`config.mk`:
```
export PLATFORM = sky130hd
export DESIGN_NAME = sutc_serial
export DESIGN_NICKNAME = d
export VERILOG_FILES = /design/src/sutc_pkg.sv /design/src/sutc_serial.sv
export VERILOG_INCLUDE_DIRS = /design/src
export SDC_FILE = /design/constraint.sdc
export NUM_CORES = 1
export LEC_CHECK = 0
export ABC_AREA = 1
export BUFFER_PORTS_ARGS = -buffer_cell sky130_fd_sc_hd__buf_2
export CORE_UTILIZATION = 53
export DETAILED_ROUTE_END_ITERATION = 12
export PLACE_DENSITY = 0.76
export SYNTH_ARGS = -nofsm -noshare
export SYNTH_HDL_FRONTEND = slang
export SYNTH_SLANG_ARGS = --single-unit
```
`constraint.sdc`:
```
create_clock -name clk -period 2.15 [get_ports clk]
set_input_delay 0.5375 -clock clk [delete_from_list [all_inputs] [get_ports clk]]
set_output_delay 0.5375 -clock clk [all_outputs]
set_load 0.01 [all_outputs]
```
`src/sutc_defines.svh`:
```
// sutc_defines.svh: register offsets, field positions and frame counts of the serial block
`ifndef SUTC_DEFINES_SVH
`define SUTC_DEFINES_SVH

// ----------------------------------------------------------------
// register byte offsets
// ----------------------------------------------------------------
`define SUTC_OFF_CTL1     8'h00
`define SUTC_OFF_CTL2     8'h04
`define SUTC_OFF_STS1     8'h08
`define SUTC_OFF_DATA     8'h0C
`define SUTC_OFF_EVT      8'h10
`define SUTC_OFF_EVTMASK  8'h14

// ----------------------------------------------------------------
// field positions
// ----------------------------------------------------------------
`define SUTC_C1_LOOP  7
`define SUTC_C1_NINE  4
`define SUTC_C1_WAKE  3
`define SUTC_C1_LBRK  2
`define SUTC_C2_TIE   7
`define SUTC_C2_TCIE  6
`define SUTC_C2_RIE   5
`define SUTC_C2_TE    3
`define SUTC_C2_RE    2
`define SUTC_C2_RWU   1
`define SUTC_C2_SBK   0
`define SUTC_S1_TX_BUFFER_EMPTY  7
`define SUTC_S1_TC    6
`define SUTC_S1_RX_BUFFER_FULL  5
`define SUTC_EV_TX_BUFFER_EMPTY  0
`define SUTC_EV_TC    1
`define SUTC_EV_RX_BUFFER_FULL  2
`define SUTC_EV_WAKE  3

// ----------------------------------------------------------------
// frame lengths in bit times
// ----------------------------------------------------------------
`define SUTC_FRAME8   4'hA
`define SUTC_FRAME9   4'hB
`define SUTC_BRK8     4'hA
`define SUTC_BRK9     4'hB
`define SUTC_LBRK8    4'hD
`define SUTC_LBRK9    4'hE
`define SUTC_RXBITS8  4'h9
`define SUTC_RXBITS9  4'hA

`endif

```
`src/sutc_pkg.sv`:
```
// sutc_pkg.sv: types of the serial control and status block
package sutc_pkg;

    typedef enum logic {TX_IDLE, TX_SEND} sutc_tx_e;
    typedef enum logic [1:0] {RX_IDLE, RX_START, RX_BITS} sutc_rx_e;

    typedef struct packed {
        logic loop;
        logic nine;
        logic wake;
        logic lbrk;
        logic [7:0] ctl2;
        logic tx_buffer_empty;
        logic tc;
        logic rx_buffer_full;
        logic arm_tx_buffer_empty;
        logic arm_tc;
        logic arm_rx_buffer_full;
        logic [8:0] tx_buf;
        logic [13:0] tx_sh;
        sutc_tx_e tx_st;
        logic [3:0] tx_bits;
        logic [15:0] tx_cnt;
        logic pre_pend;
        logic brk_pend;
        logic txd;
        logic txd_oe;
        sutc_rx_e rx_st;
        logic [15:0] rx_cnt;
        logic [3:0] rx_bits;
        logic [9:0] rx_sh;
        logic [8:0] rx_data;
        logic [19:0] idle_cnt;
        logic idle_done;
        logic [3:0] evt;
        logic [3:0] evt_mask;
        logic [31:0] prdata;
        logic pready;
        logic pslverr;
        logic irq;
        logic rx_own;
    } sutc_state_s;

endpackage

```
`src/sutc_serial.sv`:
```
// sutc_serial.sv: serial transmit/receive control and status flags behind an APB slave
//
// Behaviour
// - receiver off releases the receive pin
// - loop mode releases receive pin regardless
// - standby bit set puts receiver in standby
// - wakeup by idle line or address mark
// - wakeup clears standby bit automatically
// - break-queue write one then zero sends break
// - break is 10/11 or 13/14 zero bits
// - second break may queue before clear
// - tx empty set at reset and load
// - tx empty cleared by status read, data write
// - tx complete set when fully idle
// - tx complete cleared by three armed actions
// - rx full set on received character
// - rx full cleared by status read, data read
// - status register read-only, writes ignored
// - transmitter works and drives pin when on
// - flags with enables request interrupt
//
// Implementation choices: the APB slave port and the register offsets.
`timescale 1ns/100ps

`include "sutc_defines.svh"

module sutc_serial
    import sutc_pkg::*;
#(
    parameter int BIT_CYCLES = 16
) (
    // clock and reset
    input wire logic clk,
    input wire logic rstn,
    // apb slave
    input wire logic psel,
    input wire logic penable,
    input wire logic pwrite,
    input wire logic [7:0] paddr,
    input wire logic [31:0] pwdata,
    output logic [31:0] prdata,
    output logic pready,
    output logic pslverr,
    // serial pins
    input wire logic rxd_in,
    output logic rx_pin_own,
    output logic txd_out,
    output logic txd_oe,
    // interrupt
    output logic irq
);

    localparam logic [15:0] BIT_M1 = 16'(BIT_CYCLES - 1);
    localparam logic [15:0] BIT_HALF = 16'(BIT_CYCLES / 2);
    localparam logic [19:0] IDLE8 = 20'(int'(`SUTC_FRAME8) * BIT_CYCLES);
    localparam logic [19:0] IDLE9 = 20'(int'(`SUTC_FRAME9) * BIT_CYCLES);

    sutc_state_s s_r;
    sutc_state_s s_nxt;

    logic setup;
    logic acc;
    logic wr;
    logic rd;
    logic tx_on;
    logic break_queue;
    logic line;
    logic tc_cond;
    logic [31:0] rdv;
    logic [9:0] rx_tmp;
    logic [8:0] rx_char;

    always_comb begin
        s_nxt = s_r;
        rdv = 32'h0;
        rx_tmp = 10'h0;
        rx_char = 9'h0;
        setup = psel & ~penable;
        acc = psel & penable & s_r.pready;
        wr = acc & pwrite;
        rd = acc & ~pwrite;
        tx_on = s_r.ctl2[`SUTC_C2_TE];
        break_queue = s_r.ctl2[`SUTC_C2_SBK];
        line = s_r.loop ? s_r.txd : rxd_in;
        s_nxt.pready = 1'b0;
        s_nxt.pslverr = 1'b0;

        // ----------------------------------------------------------------
        // read data is captured in the setup cycle, so pready can come from a flop
        // ----------------------------------------------------------------
        if (setup) begin
            s_nxt.pready = 1'b1;
            unique case (paddr)
                `SUTC_OFF_CTL1: begin
                    rdv[`SUTC_C1_LOOP] = s_r.loop;
                    rdv[`SUTC_C1_NINE] = s_r.nine;
                    rdv[`SUTC_C1_WAKE] = s_r.wake;
                    rdv[`SUTC_C1_LBRK] = s_r.lbrk;
                end
                `SUTC_OFF_CTL2: rdv[7:0] = s_r.ctl2;
                `SUTC_OFF_STS1: begin
                    rdv[`SUTC_S1_TX_BUFFER_EMPTY] = s_r.tx_buffer_empty;
                    rdv[`SUTC_S1_TC] = s_r.tc;
                    rdv[`SUTC_S1_RX_BUFFER_FULL] = s_r.rx_buffer_full;
                end
                `SUTC_OFF_DATA: rdv[8:0] = s_r.rx_data;
                `SUTC_OFF_EVT: rdv[3:0] = s_r.evt;
                `SUTC_OFF_EVTMASK: rdv[3:0] = s_r.evt_mask;
                default: s_nxt.pslverr = 1'b1;
            endcase
            s_nxt.prdata = rdv;
        end

        // ----------------------------------------------------------------
        // register writes and read side effects
        // ----------------------------------------------------------------
        // arming uses the value software actually saw in prdata
        if (rd && paddr == `SUTC_OFF_STS1) begin
            if (s_r.prdata[`SUTC_S1_TX_BUFFER_EMPTY]) s_nxt.arm_tx_buffer_empty = 1'b1;
            if (s_r.prdata[`SUTC_S1_TC]) s_nxt.arm_tc = 1'b1;
            if (s_r.prdata[`SUTC_S1_RX_BUFFER_FULL]) s_nxt.arm_rx_buffer_full = 1'b1;
        end
        if (rd && paddr == `SUTC_OFF_DATA && s_r.arm_rx_buffer_full) begin
            s_nxt.rx_buffer_full = 1'b0;
            s_nxt.arm_rx_buffer_full = 1'b0;
        end
        if (wr) begin
            unique case (paddr)
                `SUTC_OFF_CTL1: begin
                    s_nxt.loop = pwdata[`SUTC_C1_LOOP];
                    s_nxt.nine = pwdata[`SUTC_C1_NINE];
                    s_nxt.wake = pwdata[`SUTC_C1_WAKE];
                    s_nxt.lbrk = pwdata[`SUTC_C1_LBRK];
                end
                `SUTC_OFF_CTL2: begin
                    s_nxt.ctl2 = pwdata[7:0];
                    if (!tx_on && pwdata[`SUTC_C2_TE]) begin
                        s_nxt.pre_pend = 1'b1;
                        if (s_r.arm_tc) begin
                            s_nxt.tc = 1'b0;
                            s_nxt.arm_tc = 1'b0;
                        end
                    end
                    if (pwdata[`SUTC_C2_SBK]) begin
                        s_nxt.brk_pend = 1'b1;
                        if (s_r.arm_tc) begin
                            s_nxt.tc = 1'b0;
                            s_nxt.arm_tc = 1'b0;
                        end
                    end
                end
                `SUTC_OFF_DATA: begin
                    s_nxt.tx_buf = pwdata[8:0];
                    if (s_r.arm_tx_buffer_empty) begin
                        s_nxt.tx_buffer_empty = 1'b0;
                        s_nxt.arm_tx_buffer_empty = 1'b0;
                    end
                    if (s_r.arm_tc) begin
                        s_nxt.tc = 1'b0;
                        s_nxt.arm_tc = 1'b0;
                    end
                end
                `SUTC_OFF_EVT: s_nxt.evt = s_r.evt & ~pwdata[3:0];
                `SUTC_OFF_EVTMASK: s_nxt.evt_mask = pwdata[3:0];
                // status one ignores writes
                default: s_nxt.ctl2 = s_nxt.ctl2;
            endcase
        end

        // ----------------------------------------------------------------
        // transmitter
        // ----------------------------------------------------------------
        // a frame in flight always finishes, even after the enable drops
        unique case (s_r.tx_st)
            TX_IDLE: begin
                if (tx_on) begin
                    s_nxt.tx_cnt = BIT_M1;
                    if (s_r.pre_pend) begin
                        s_nxt.tx_st = TX_SEND;
                        s_nxt.tx_sh = 14'h3FFF;
                        s_nxt.tx_bits = s_r.nine ? `SUTC_FRAME9 : `SUTC_FRAME8;
                        s_nxt.pre_pend = 1'b0;
                    end else if (s_r.brk_pend || break_queue) begin
                        // a bit still set when the break ends queues the next one
                        s_nxt.tx_st = TX_SEND;
                        s_nxt.tx_sh = 14'h0;
                        if (s_r.lbrk) begin
                            s_nxt.tx_bits = s_r.nine ? `SUTC_LBRK9 : `SUTC_LBRK8;
                        end else begin
                            s_nxt.tx_bits = s_r.nine ? `SUTC_BRK9 : `SUTC_BRK8;
                        end
                        s_nxt.brk_pend = 1'b0;
                    end else if (!s_r.tx_buffer_empty) begin
                        s_nxt.tx_st = TX_SEND;
                        if (s_r.nine) begin
                            s_nxt.tx_sh = {3'h7, s_r.tx_buf, 1'b0};
                            s_nxt.tx_bits = `SUTC_FRAME9;
                        end else begin
                            s_nxt.tx_sh = {5'h1F, s_r.tx_buf[7:0], 1'b0};
                            s_nxt.tx_bits = `SUTC_FRAME8;
                        end
                        s_nxt.tx_buffer_empty = 1'b1;
                        s_nxt.evt[`SUTC_EV_TX_BUFFER_EMPTY] = 1'b1;
                    end
                end
            end
            TX_SEND: begin
                if (s_r.tx_cnt == 16'h0) begin
                    s_nxt.tx_cnt = BIT_M1;
                    s_nxt.tx_sh = {1'b1, s_r.tx_sh[13:1]};
                    s_nxt.tx_bits = s_r.tx_bits - 4'h1;
                    if (s_r.tx_bits == 4'h1) s_nxt.tx_st = TX_IDLE;
                end else begin
                    s_nxt.tx_cnt = s_r.tx_cnt - 16'h1;
                end
            end
        endcase
        s_nxt.txd = (s_nxt.tx_st == TX_SEND) ? s_nxt.tx_sh[0] : 1'b1;
        s_nxt.txd_oe = s_nxt.ctl2[`SUTC_C2_TE] | (s_nxt.tx_st == TX_SEND);

        // ----------------------------------------------------------------
        // receiver
        // ----------------------------------------------------------------
        if (!s_r.ctl2[`SUTC_C2_RE]) begin
            s_nxt.rx_st = RX_IDLE;
            s_nxt.idle_cnt = 20'h0;
        end else begin
            unique case (s_r.rx_st)
                RX_IDLE: begin
                    if (!line) begin
                        s_nxt.rx_st = RX_START;
                        s_nxt.rx_cnt = BIT_HALF;
                        s_nxt.idle_cnt = 20'h0;
                        s_nxt.idle_done = 1'b0;
                    end else if (!s_r.idle_done) begin
                        s_nxt.idle_cnt = s_r.idle_cnt + 20'h1;
                        if (s_nxt.idle_cnt >= (s_r.nine ? IDLE9 : IDLE8)) begin
                            s_nxt.idle_done = 1'b1;
                            if (s_r.ctl2[`SUTC_C2_RWU] && !s_r.wake) begin
                                s_nxt.ctl2[`SUTC_C2_RWU] = 1'b0;
                                s_nxt.evt[`SUTC_EV_WAKE] = 1'b1;
                            end
                        end
                    end
                end
                RX_START: begin
                    if (s_r.rx_cnt == 16'h0) begin
                        // a glitch shorter than half a bit is not a start bit
                        s_nxt.rx_st = line ? RX_IDLE : RX_BITS;
                        s_nxt.rx_cnt = BIT_M1;
                        s_nxt.rx_bits = s_r.nine ? `SUTC_RXBITS9 : `SUTC_RXBITS8;
                    end else begin
                        s_nxt.rx_cnt = s_r.rx_cnt - 16'h1;
                    end
                end
                RX_BITS: begin
                    if (s_r.rx_cnt == 16'h0) begin
                        rx_tmp = {line, s_r.rx_sh[9:1]};
                        s_nxt.rx_sh = rx_tmp;
                        s_nxt.rx_cnt = BIT_M1;
                        s_nxt.rx_bits = s_r.rx_bits - 4'h1;
                        if (s_r.rx_bits == 4'h1) begin
                            s_nxt.rx_st = RX_IDLE;
                            rx_char = s_r.nine ? rx_tmp[8:0] : {1'b0, rx_tmp[8:1]};
                            // in standby only an address mark gets through
                            if (!s_r.ctl2[`SUTC_C2_RWU] || (s_r.wake && rx_tmp[8])) begin
                                if (s_r.ctl2[`SUTC_C2_RWU]) begin
                                    s_nxt.ctl2[`SUTC_C2_RWU] = 1'b0;
                                    s_nxt.evt[`SUTC_EV_WAKE] = 1'b1;
                                end
                                s_nxt.rx_data = rx_char;
                                s_nxt.rx_buffer_full = 1'b1;
                                s_nxt.evt[`SUTC_EV_RX_BUFFER_FULL] = 1'b1;
                            end
                        end
                    end else begin
                        s_nxt.rx_cnt = s_r.rx_cnt - 16'h1;
                    end
                end
                default: s_nxt.rx_st = RX_IDLE;
            endcase
        end
        s_nxt.rx_own = s_nxt.ctl2[`SUTC_C2_RE] & ~s_nxt.loop;

        // ----------------------------------------------------------------
        // completion flag and interrupt
        // ----------------------------------------------------------------
        // judged on next-state values so a clearing access is not undone at once
        tc_cond = s_nxt.tx_buffer_empty & (s_nxt.tx_st == TX_IDLE) & ~s_nxt.pre_pend & ~s_nxt.brk_pend
                  & ~(s_nxt.ctl2[`SUTC_C2_SBK] & s_nxt.ctl2[`SUTC_C2_TE]);
        if (tc_cond) begin
            s_nxt.tc = 1'b1;
            if (!s_r.tc) s_nxt.evt[`SUTC_EV_TC] = 1'b1;
        end
        s_nxt.irq = (|(s_nxt.evt & s_nxt.evt_mask))
                    | (s_nxt.tx_buffer_empty & s_nxt.ctl2[`SUTC_C2_TIE])
                    | (s_nxt.tc & s_nxt.ctl2[`SUTC_C2_TCIE])
                    | (s_nxt.rx_buffer_full & s_nxt.ctl2[`SUTC_C2_RIE]);
    end

    always_ff @(posedge clk) begin
        if (!rstn) begin
            s_r <= '0;
            s_r.tx_buffer_empty <= 1'b1;
            s_r.tc <= 1'b1;
            s_r.txd <= 1'b1;
        end else begin
            s_r <= s_nxt;
        end
    end

    assign prdata = s_r.prdata;
    assign pready = s_r.pready;
    assign pslverr = s_r.pslverr;
    assign rx_pin_own = s_r.rx_own;
    assign txd_out = s_r.txd;
    assign txd_oe = s_r.txd_oe;
    assign irq = s_r.irq;

endmodule

```
# After elaboration in Yosys (flattened, before gate mapping)
# Cells that the tools add are included.
dict set report totals {
  regBits 149
  in_bits 46
  output_inout_bits 38
}
dict set report op_classes {
  n_addsub 5
  n_lt_le_gt_ge 1
  eq_ne 17
  mux 111
  n_bitwise 30
  reduce_logical 36
}
# cell count
set op_table {}
lappend op_table {{$mux 19} 4}
lappend op_table {{$pmux 35 s2} 1}
lappend op_table {{$mux 1} 57}
lappend op_table {{$mux 37} 1}
lappend op_table {{$logic_not 16->1} 2}
lappend op_table {{$mux 16} 2}
lappend op_table {{$mux 2} 16}
lappend op_table {{$pmux 16 s2} 1}
lappend op_table {{$sub 16x1->16 const B} 2}
lappend op_table {{$mux 14} 2}
lappend op_table {{$mux 9} 3}
lappend op_table {{$mux 23} 1}
lappend op_table {{$mux 22} 1}
lappend op_table {{$mux 21} 1}
lappend op_table {{$add 20x1->20 const B} 1}
lappend op_table {{$ge 20x8->1} 1}
lappend op_table {{$mux 18} 1}
lappend op_table {{$reduce_and 2->1} 9}
lappend op_table {{$eq 8x4->1 const B} 2}
lappend op_table {{$eq 8x5->1 const B} 2}
lappend op_table {{$mux 4} 4}
lappend op_table {{$mux 8} 2}
lappend op_table {{$and 1x1->1} 14}
lappend op_table {{$ne 2x2->1 const B} 6}
lappend op_table {{32 further kinds} 64}

# Logic depth before layout (Yosys ltp)
# Gate-level depths: netlist of the first run.
dict set report depth {
  word_depth 22
  mapped_depth 18
  depth_no_buf 18
}

# Least setup slack after synthesis of the first run
# OpenSTA, ideal clock, no wires.
dict set report synth_path {
  path_kind {flip-flop to flip-flop}
  start {register s_r[46] (netlist bit)}
  end {register s_r[43] (netlist bit)}
  setup_ns 0.125
  arrival_ns 1.970
  required_ns 2.025
  path_slack_ns 0.055
  path_stages_with_launch 19
  period_less_slack_ns 2.095
  path_cell_list {dfxtp_1 > ha_1 > nand3_1 > xor2_1 > ha_1 > inv_1 > nor2_1 > nand3_1 > nor2_1 > nand2_1 > nand2_1 > nor2_1 > nand3_2 > nand2_2 > nand2_1 > nand2_1 > nand2_2 > nand2_1 > nor2_2}
}
dict set report synth_between {
  elab_chain_len 7
}
# element line_no
set synth_rtl {}
lappend synth_rtl {{start, declared} sutc_serial.sv:58} ;# sutc_state_s s_r;
lappend synth_rtl {{start signal, assigned} sutc_serial.sv:308} ;# s_r <= s_nxt;
lappend synth_rtl {{$add 20x1->20} sutc_serial.sv:236} ;# s_nxt.idle_cnt = s_r.idle_cnt + 20'h1;
lappend synth_rtl {{$ge 20x8->1} sutc_serial.sv:237} ;# if (s_nxt.idle_cnt >= (s_r.nine ? IDLE9 : IDLE8)) begin
lappend synth_rtl {{$mux 2} sutc_serial.sv:237}
lappend synth_rtl {{$mux 22} sutc_serial.sv:235} ;# end else if (!s_r.idle_done) begin
lappend synth_rtl {{$mux 1} sutc_serial.sv:230} ;# if (!line) begin
lappend synth_rtl {{$pmux 1 s2} sutc_serial.sv:228} ;# unique case (s_r.rx_st)
lappend synth_rtl {{$mux 2} sutc_serial.sv:224} ;# if (!s_r.ctl2[`SUTC_C2_RE]) begin
# Every way passes these cells. The select of a mux whose other input is x is not followed.
# A chain may end at the register's enable or synchronous reset.

# Worst setup path after layout of the first run
dict set report layout_path {
  start {register s_r[46] (netlist bit)}
  end {register s_r, in the netlist irq}
}
dict set report layout_between {
  elab_chain_len 12
}
# element line_no
set layout_rtl {}
lappend layout_rtl {{$add 20x1->20} sutc_serial.sv:236}
lappend layout_rtl {{$ge 20x8->1} sutc_serial.sv:237}
lappend layout_rtl {{$mux 2} sutc_serial.sv:237}
lappend layout_rtl {{$mux 22} sutc_serial.sv:235}
lappend layout_rtl {{$mux 1} sutc_serial.sv:230}
lappend layout_rtl {{$pmux 1 s2} sutc_serial.sv:228}
lappend layout_rtl {{$mux 2} sutc_serial.sv:224}
lappend layout_rtl {{$and 4x4->4} sutc_serial.sv:295} ;# s_nxt.irq = (|(s_nxt.evt & s_nxt.evt_mask))
lappend layout_rtl {{$reduce_or 4->1} sutc_serial.sv:295}
lappend layout_rtl {{$or 1x1->1 (3 in series)} sutc_serial.sv:295}
# Every way passes these cells. The select of a mux whose other input is x is not followed.

==> impl_metrics.env, run 1 <==
export IMPL_status="finished clean"
export IMPL_p_sw_mw=1.28
export IMPL_pwr_density_cell_mw_per_mm2=666
export IMPL_slowest_stage="dfxtp_2"
export IMPL_post_route_cell_area_sq_mm=0.00903
export IMPL_crit_fanout=2
export IMPL_ys_warn_count=0
export IMPL_synth_edf_count=0
export IMPL_hold_path_class="input port to flip-flop"
export IMPL_overflow=0
export IMPL_maxCapViolations=0
export IMPL_use_met2=0.410
export IMPL_routed_wirelength_mm=18.6
export IMPL_critPathLaunchType="flip-flop"
export IMPL_synth_largest_area_cell="dfxtp_1"
export IMPL_min_period_over_period=0.964
export IMPL_critPathBufInv=1
export IMPL_drt_initial_drc_count=654
export IMPL_hp_start="pwdata[8]"
export IMPL_dieHeight_um=123
export IMPL_wl_per_cell_um=13.2
export IMPL_root_buffer="clkbuf_16"
export IMPL_track_usage=0.254
export IMPL_antenna_found_initial=0
export IMPL_ys_top_cells_by_area="dfxtp_1, nand2_1, a21oi_1"
export IMPL_syn_avg_cell_area_sq_um=6.80
export IMPL_path_cells="ha_4, nand3_4, xor2_2, ha_1, inv_1, nor2_1, nand3_1, nor2_1, nand2_1, nand2_1, nor2_2, nand3_2, nand2_2, nand2_1, nand2_1, nand2_2, nand3_2, nand2_1"
export IMPL_ir_drop_v=0.000517
export IMPL_crit_family="simple AND/OR/NAND/NOR gates"
export IMPL_core_sq_mm=0.0140
export IMPL_power_leakage_nw=3.89
export IMPL_routabilityCongestion=0.917
export IMPL_p_comb_frac=0.029
export IMPL_dp_slack_ns=-0.0526
export IMPL_die_w_um=123
export IMPL_cts_buffer_depth=2
export IMPL_ioPinCount=84
export IMPL_clk_insertion_delay_late_ns=0.43
export IMPL_cpPeakStageDelay_ns=0.36
export IMPL_tightestPinTransition_ns=0.642
export IMPL_grt_util_met3=0.0586
export IMPL_synth_seq_cells=148
export IMPL_relSlewSlack=0.572
export IMPL_grt_first_pass_wirelength_mm=30.1
export IMPL_arrival_ns=2.38
export IMPL_fmax_ghz=0.482
export IMPL_seq_power_share=0.457
export IMPL_hold_viol=0
export IMPL_num_vias=7378
export IMPL_syn_area_sq_mm=0.00774
export IMPL_rsz0062_at_grt="yes"
export IMPL_path_class="flip-flop to flip-flop"
export IMPL_dpl_cell_area_sq_mm=0.00830
export IMPL_setup_violations=0
export IMPL_synth_most_common_cell="nand2_1"
export IMPL_hold_buffers=0
export IMPL_power_mw=6.02
export IMPL_area_growth_pct=16.6
export IMPL_fillCellCount=1211
export IMPL_fin_nets=1268
export IMPL_dr_pass1_iters=5
export IMPL_floorplan_die_area_sq_mm=0.0151
export IMPL_use_met1=0.335
export IMPL_worst_ep_required_time_ns=2.46
export IMPL_clk_pin_slew_ns=0.06
export IMPL_clockPowerShare=0.514
export IMPL_yosysUniqueCellTypes=51
export IMPL_dp_hpwl_mm=12.9
export IMPL_post_place_cells=1369
export IMPL_slew_violations=0
export IMPL_postRouteAntennaNets=0
export IMPL_grt_max_degree=39
export IMPL_tritoncts="done"
export IMPL_r2r_start="s_r[46]"
export IMPL_drc=0
export IMPL_first_global_vias=6548
export IMPL_worst_slack_ns=0.0770
export IMPL_fin_worst_skew_ns=0.0219
export IMPL_diodes=0
export IMPL_synth_top_area_frac=0.383
export IMPL_power_internal_mw=4.74
export IMPL_start_util=0.551
export IMPL_utilization=0.643
export IMPL_synth_common_cells="nand2_1, dfxtp_1, inv_1"
export IMPL_final_cells=1402
export IMPL_viasPerCell=5.26
export IMPL_timing_hold_ws_ns=0.346
export IMPL_numPortBuffers=37
export IMPL_ys_flop_type="dfxtp_1"
export IMPL_synthCells=1138
export IMPL_swShare=0.212
export IMPL_cts_made_buffers=17
export IMPL_period_needed_ns=2.07
export IMPL_cp_end_kind="flip-flop"
export IMPL_synth_async_sr_flop_share=0
export IMPL_top_usage_layer="met2"
export IMPL_synth_yosys_seq_area_share=0.383
export IMPL_drive_above_1_share=0.155
export IMPL_cpMostUsedCell="nand2_1"
export IMPL_cp_startpoint="s_r[46]"
export IMPL_clock_sinks=148
export IMPL_row_count=43
export IMPL_final_setup_tns_ns=0
export IMPL_htree_levels=4
[tightest hold or removal path, stage by stage]
cell    delay (ns)
buf_2         0.08
nor2_1        0.03
nor2_1        0.09
[power by group through the flow]
stage	combinational (mW)	clock, mW	sequential [mW]
final	0.177	3.09	2.75
after global routing	0.193	3.24	2.75
after CTS	0.174	3.12	2.75
after detailed placement	0.173	0	2.81
after global placement	0.172	0	2.81
after floorplan	0.131	0	2.81
[area by class of cell]
type	instances	area [sq um]	area share
clock inverters	8	124	0.0137
well taps	180	225	0.0249
flip-flops and latches	148	2970	0.328
clock buffers	23	488	0.0540
multi-input cells	808	4050	0.449
inverters	141	529	0.0586
repair buffers	94	646	0.0715
[cells in the final DEF (no fill, tap or decap), types with 7 or more instances in the layout]
| cell type | Yosys | layout |
|---|---|---|
| nor3_1 | 14 | 14 |
| a21oi_1 | 115 | 113 |
| clkbuf_16 | 0 | 17 |
| a211oi_1 | 7 | 7 |
| o21ai_0 | 66 | 66 |
| nor2_4 | 5 | 8 |
| buf_2 | 3 | 37 |
| a31oi_1 | 14 | 14 |
| dfxtp_1 | 148 | 145 |
| nor2_2 | 14 | 17 |
| nand2_1 | 277 | 274 |
| inv_1 | 136 | 135 |
| nor2_1 | 117 | 111 |
| ha_1 | 12 | 10 |
| xor2_1 | 12 | 11 |
| o211ai_1 | 11 | 11 |
| o21ai_1 | 10 | 10 |
| nand4_1 | 8 | 8 |
| conb_1 | 1 | 23 |
| nand3_1 | 49 | 47 |
| nand2_2 | 9 | 12 |
| buf_4 | 32 | 53 |
[kinds of logic (layout without fill, tap and decap cells)]
group	Yosys count	count (layout)	synth area share
compound gates	241	241	0.171
xor+xnor	15	15	0.0179
fa+ha+maj	12	12	0.0194
buf+inv	204	266	0.117
flops	148	148	0.383
other cells	1	23	0.000484
simple gates	517	517	0.292
[sequential cells by signal (all words and copies together), names as in the netlist]
name / count
break_queue: 1
irq: 1
prdata: 9
pready: 1
pslverr: 1
rx_pin_own: 1
s_r: 132
txd_oe: 1
txd_out: 1
[final timing paths]
kind | cells past startpoint | to | slack [ns]
worst min-delay path | 3 | s_r[153] | 0.35
worst min register to register | 2 | s_r[154] | 0.45
worst max register to register | 18 | irq | 0.08
worst max-delay path | 18 | irq | 0.08
[metal layers]
metal,share of wire,vias up
met3,0.047,25
met1,0.48,3396
met4,0.014,0
met5,0,-
li1,-,3775
met2,0.46,182
[timing repair]
action                     CTS  global route
gates resized for setup      4            22
setup endpoints to repair    2            25
buffers inserted             0             2
gates cloned                 0             0
pin swaps                    0            14
Power figures use the tool's default switching activity.
==> run 2: changes to the inputs <==
--- a/config.mk
+++ b/config.mk
@@ -11,6 +11,7 @@
 export CORE_UTILIZATION = 53
 export DETAILED_ROUTE_END_ITERATION = 12
 export PLACE_DENSITY = 0.76
+export SETUP_SLACK_MARGIN = 0.1
 export SYNTH_ARGS = -nofsm -noshare
 export SYNTH_HDL_FRONTEND = slang
 export SYNTH_SLANG_ARGS = --single-unit
==> run 2 against run 1 <==
Wire length up 0.25%; non-clock buffer count rose by 8; global-route usage fell by 0.13 points.
==> impl_metrics.env, run 2 (synthesis gave the netlist of run 1 again) <==
export IMPL_arrival_ns=2.38
export IMPL_track_usage=0.252
export IMPL_cpPeakStageDelay_ns=0.35
export IMPL_pwr_density_cell_mw_per_mm2=634
export IMPL_diodes=0
export IMPL_post_place_cells=1370
export IMPL_numPortBuffers=37
export IMPL_critPathLaunchType="flip-flop"
export IMPL_setup_violations=0
export IMPL_antenna_found_initial=0
export IMPL_worst_slack_ns=0.0861
export IMPL_path_class="flip-flop to flip-flop"
export IMPL_viasPerCell=5.25
export IMPL_ir_drop_v=0.000568
export IMPL_start_util=0.551
export IMPL_regMostFlops="s_r"
export IMPL_slowest_stage="dfxtp_2"
export IMPL_clk_insertion_delay_late_ns=0.43
export IMPL_dr_pass1_iters=5
export IMPL_hold_viol=0
export IMPL_floorplan_die_area_sq_mm=0.0151
export IMPL_timing_hold_ws_ns=0.357
export IMPL_cts_buffer_depth=2
export IMPL_cts_made_buffers=17
export IMPL_largest_reg_flops=132
export IMPL_tightestPinTransition_ns=0.867
export IMPL_critPathBufInv=1
export IMPL_grt_first_pass_wirelength_mm=29.9
export IMPL_first_global_vias=6622
export IMPL_p_comb_frac=0.032
export IMPL_postRouteAntennaNets=0
export IMPL_layout_commonest_cell="nand2_1"
export IMPL_maxCapViolations=0
export IMPL_overflow=0
export IMPL_dp_hpwl_mm=13.3
export IMPL_min_period_over_period=0.960
export IMPL_area_growth_pct=17.4
export IMPL_status="finished clean"
export IMPL_fin_worst_skew_ns=0.0109
export IMPL_dp_slack_ns=-0.0594
export IMPL_p_sw_mw=1.28
export IMPL_tritoncts="done"
export IMPL_period_needed_ns=2.06
export IMPL_relSlewSlack=0.420
export IMPL_slew_violations=0
export IMPL_swShare=0.223
export IMPL_post_route_cell_area_sq_mm=0.00909
export IMPL_fin_nets=1277
export IMPL_root_buffer="clkbuf_16"
export IMPL_cp_end_kind="flip-flop"
export IMPL_core_sq_mm=0.0140
export IMPL_worst_ep_required_time_ns=2.47
export IMPL_routabilityCongestion=0.954
export IMPL_hold_path_class="input port to flip-flop"
export IMPL_final_cell_mix="nand2_1, dfxtp_1, inv_1"
export IMPL_drt_initial_drc_count=491
export IMPL_fmax_ghz=0.485
export IMPL_dpl_cell_area_sq_mm=0.00832
export IMPL_drive_above_1_share=0.180
export IMPL_dieHeight_um=123
export IMPL_grt_max_degree=27
export IMPL_seq_power_share=0.477
export IMPL_r2r_slack_ns=0.09
export IMPL_cpMostUsedCell="nand2_1"
export IMPL_routed_wirelength_mm=18.6
export IMPL_crit_fanout=3
export IMPL_row_count=43
export IMPL_htree_levels=4
export IMPL_power_internal_mw=4.48
export IMPL_crit_family="simple AND/OR/NAND/NOR gates"
export IMPL_ioPinCount=84
export IMPL_drc=0
export IMPL_clockPowerShare=0.491
export IMPL_die_w_um=123
export IMPL_rsz0062_at_grt="yes"
export IMPL_power_leakage_nw=3.93
export IMPL_path_cells="ha_4, nand3_4, xor2_2, ha_1, inv_1, nor2_1, nand3_1, nor2_1, nand2_1, nand2_1, nor2_2, nand3_2, nand2_2, nand2_1, nand2_1, nand2_2, nand3_2, nand2_1"
export IMPL_wl_per_cell_um=13.2
export IMPL_clk_pin_slew_ns=0.06
export IMPL_clock_sinks=148
export IMPL_final_cells=1411
export IMPL_num_vias=7414
## run 2: power groups by stage
| stage | Sequential (mW) | Clock [mW] | Combinational, mW |
|---|---|---|---|
| after floorplan | 2.81 | 0 | 0.131 |
| after global placement | 2.81 | 0 | 0.171 |
| after detailed placement | 2.81 | 0 | 0.173 |
| after CTS | 2.75 | 2.87 | 0.174 |
| after global routing | 2.75 | 2.98 | 0.200 |
| final | 2.75 | 2.83 | 0.182 |
## run 2: area by class of cell
| class | instances | area [sq um] |
|---|---|---|
| fillers | 1242 | 4950 |
| multi-input cells | 808 | 4100 |
| flip-flops and latches | 148 | 2980 |
| repair buffers | 102 | 698 |
| inverters | 141 | 529 |
| clock buffers | 23 | 478 |
| well taps | 180 | 225 |
| clock inverters | 8 | 76.3 |
| repair inverters | 1 | 5.00 |
## run 2: final timing paths
path | start | endpoint | cells after the start
hold reg to reg | s_r[154] | s_r[154] | 2
setup reg to reg | s_r[46] | irq | 18
hold / removal | pwdata[5] | s_r[150] | 3
setup / recovery | s_r[46] | irq | 18
## run 2: repair_timing
item / in CTS / in global routing
pin swaps: 3 / 18
endpoints found under the setup margin: 3 / 29
hold buffers: 0 / 0
gates cloned: 0 / 1
buffers inserted: 1 / 8
gates resized for setup: 7 / 40
## run 2: worst min-delay path, delay by kind of cell
kind	cells	cell delay, ns
and+or+nand+nor	2	0.12
buffers and inverters	1	0.09
## run 2: stage by stage
stage | setup TNS, ns | power [mW] | utilization
after floorplan | 0 | 2.94 | -
after global routing | -0.288 | 5.92 | 0.647
final | 0 | 5.76 | 0.647
after CTS | 0 | 5.80 | 0.634
after global placement | -0.000582 | 2.98 | 0.592
after detailed placement | -0.0594 | 2.98 | 0.592
## run 2: layer usage
metal / global-route usage / part of all wire / wire, um
met5: 0 / 0 / 0
met4: 0.0861 / 0.020 / 364
met3: 0.0553 / 0.053 / 992
met2: 0.424 / 0.46 / 8650
met1: 0.318 / 0.46 / 8600
==> run 3: changes to the inputs <==
--- a/config.mk
+++ b/config.mk
@@ -8,9 +8,10 @@
 export LEC_CHECK = 0
 export ABC_AREA = 1
 export BUFFER_PORTS_ARGS = -buffer_cell sky130_fd_sc_hd__buf_2
-export CORE_UTILIZATION = 53
+export CORE_UTILIZATION = 55
+export CTS_BUF_LIST = sky130_fd_sc_hd__clkbuf_8
 export DETAILED_ROUTE_END_ITERATION = 12
-export PLACE_DENSITY = 0.76
+export PLACE_DENSITY = 0.78
 export SETUP_SLACK_MARGIN = 0.1
 export SYNTH_ARGS = -nofsm -noshare
 export SYNTH_HDL_FRONTEND = slang
==> run 3 against run 2 <==
Die area is 3.6% lower; cell count is 0.57% lower; wire length is 1.7% lower.
==> impl_metrics.env, run 3 (synthesis gave the netlist of run 1 again) <==
export IMPL_post_place_cells=1360
export IMPL_maxCapViolations=0
export IMPL_final_cells=1403
export IMPL_antenna_found_initial=1
export IMPL_grt_first_pass_wirelength_mm=30.3
export IMPL_wl_per_cell_um=13.0
export IMPL_cpPeakStageDelay_ns=0.37
export IMPL_p_sw_mw=1.28
export IMPL_largest_reg_flops=132
export IMPL_cts_buffer_depth=2
export IMPL_grt_max_degree=50
export IMPL_path_class="flip-flop to flip-flop"
export IMPL_pwr_density_cell_mw_per_mm2=552
export IMPL_regMostFlops="s_r"
export IMPL_clk_insertion_delay_late_ns=0.46
export IMPL_cp_end_kind="flip-flop"
export IMPL_r2r_start="s_r[45]"
export IMPL_die_w_um=121
export IMPL_relSlewSlack=0.544
export IMPL_clockPowerShare=0.404
export IMPL_min_period_over_period=0.945
export IMPL_row_count=42
export IMPL_area_growth_pct=14.7
export IMPL_fmax_ghz=0.492
export IMPL_final_setup_tns_ns=0
export IMPL_p_comb_frac=0.035
export IMPL_swShare=0.261
export IMPL_diodes=0
export IMPL_routabilityCongestion=0.898
export IMPL_postRouteAntennaNets=0
export IMPL_num_vias=7343
export IMPL_clock_sinks=148
export IMPL_clk_pin_slew_ns=0.09
export IMPL_crit_family="simple AND/OR/NAND/NOR gates"
export IMPL_path_cells="ha_4, nand3_4, xor2_2, ha_1, inv_1, nor2_1, nand3_1, nor2_1, nand2_1, nand2_1, nor2_2, nand3_2, nand2_2, nand2_1, nand2_1, nand2_2, nand3_2, nand2_1"
export IMPL_setup_violations=0
export IMPL_period_needed_ns=2.03
export IMPL_crit_fanout=3
export IMPL_fin_nets=1272
export IMPL_dieHeight_um=121
export IMPL_overflow=0
export IMPL_utilization=0.658
export IMPL_final_cell_mix="nand2_1, dfxtp_1, inv_1"
export IMPL_drc=0
export IMPL_routed_wirelength_mm=18.3
export IMPL_seq_power_share=0.560
export IMPL_tritoncts="done"
export IMPL_drive_above_1_share=0.179
export IMPL_ir_drop_v=0.000444
export IMPL_drt_initial_drc_count=547
export IMPL_ioPinCount=84
export IMPL_core_sq_mm=0.0135
export IMPL_slew_violations=0
export IMPL_arrival_ns=2.39
export IMPL_status="finished clean"
export IMPL_hp_start="pwdata[8]"
export IMPL_first_global_vias=6655
export IMPL_hold_path_class="input port to flip-flop"
export IMPL_dp_hpwl_mm=13.0
export IMPL_floorplan_die_area_sq_mm=0.0146
export IMPL_cpMostUsedCell="nand2_1"
export IMPL_track_usage=0.258
export IMPL_fin_worst_skew_ns=0.00953
export IMPL_dr_pass1_iters=5
export IMPL_slowest_stage="dfxtp_2"
export IMPL_cp_startpoint="s_r[45]"
export IMPL_start_util=0.573
export IMPL_layout_commonest_cell="nand2_1"
export IMPL_rsz0062_at_grt="yes"
export IMPL_critPathLaunchType="flip-flop"
export IMPL_critPathBufInv=1
export IMPL_htree_levels=4
export IMPL_tightestPinTransition_ns=0.683
export IMPL_hold_viol=0
export IMPL_power_leakage_nw=3.80
export IMPL_numPortBuffers=37
export IMPL_worst_ep_required_time_ns=2.51
export IMPL_root_buffer="clkbuf_8"
export IMPL_cts_made_buffers=17
export IMPL_viasPerCell=5.23
export IMPL_power_internal_mw=3.62
[run 3: cell types whose count changed in the layout (fill, tap and decap cells not counted), sizes merged]
cell      delta
clkbuf       -6
clkinv       -1
buf          -4
inv          +6
clkinvlp     +2
bufinv       -1
[run 3: power groups by stage]
stage               registers, mW  logic (mW)  clock network, mW
finish                       2.75       0.173               1.98
global route                 2.75       0.190               2.13
CTS                          2.75       0.169               2.01
detailed placement           2.81       0.168                  0
global placement             2.81       0.168                  0
floorplan                    2.81       0.131                  0
[run 3: metrics by stage]
step,worst slack (ns),power (mW),cell area [sq um],hold slack [ns]
CTS,0.0971,4.93,8660,0.299
global placement,0.00522,2.98,8270,0.443
floorplan,0.124,2.94,7840,0.424
finish,0.119,4.90,8880,0.313
detailed placement,-0.0542,2.98,8270,0.447
global route,-0.0714,5.07,8880,0.307
[run 3: tightest hold or removal path, delay by kind of cell]
| kind | cells | cell delay, ns |
|---|---|---|
| buf+inv | 1 | 0.07 |
| simple gates | 2 | 0.12 |
[run 3: what timing repair did]
action,in CTS,in global routing
setup endpoints to repair,2,30
hold buffers,0,0
gates cloned,0,0
buffers inserted,3,8
gates resized for setup,5,49
pin swaps,4,15
[run 3: layer usage]
layer,share of wire,vias up,track usage
met2,0.46,200,0.415
met4,0.017,2,0.0926
li1,-,3790,-
met3,0.056,28,0.0533
met1,0.46,3323,0.342
met5,0.00066,-,0
[run 3: path summary, 6_finish.rpt]
kind,slack (ns),endpoint,cells after the start
worst max-delay path,0.12,irq,18
worst min-delay path,0.31,s_r[153],3
worst max register to register,0.12,irq,18
worst min register to register,0.46,s_r[154],2
[run 3: cell type report]
| type | instances | area [sq um] |
|---|---|---|
| Sequential cell | 148 | 2970 |
| Multi-Input combinational cell | 808 | 4130 |
| Clock inverter | 15 | 123 |
| Inverter | 141 | 532 |
| Timing Repair Buffer | 98 | 668 |
| Clock buffer | 17 | 234 |
| Fill cell | 1172 | 4620 |
| Tap cell | 176 | 220 |
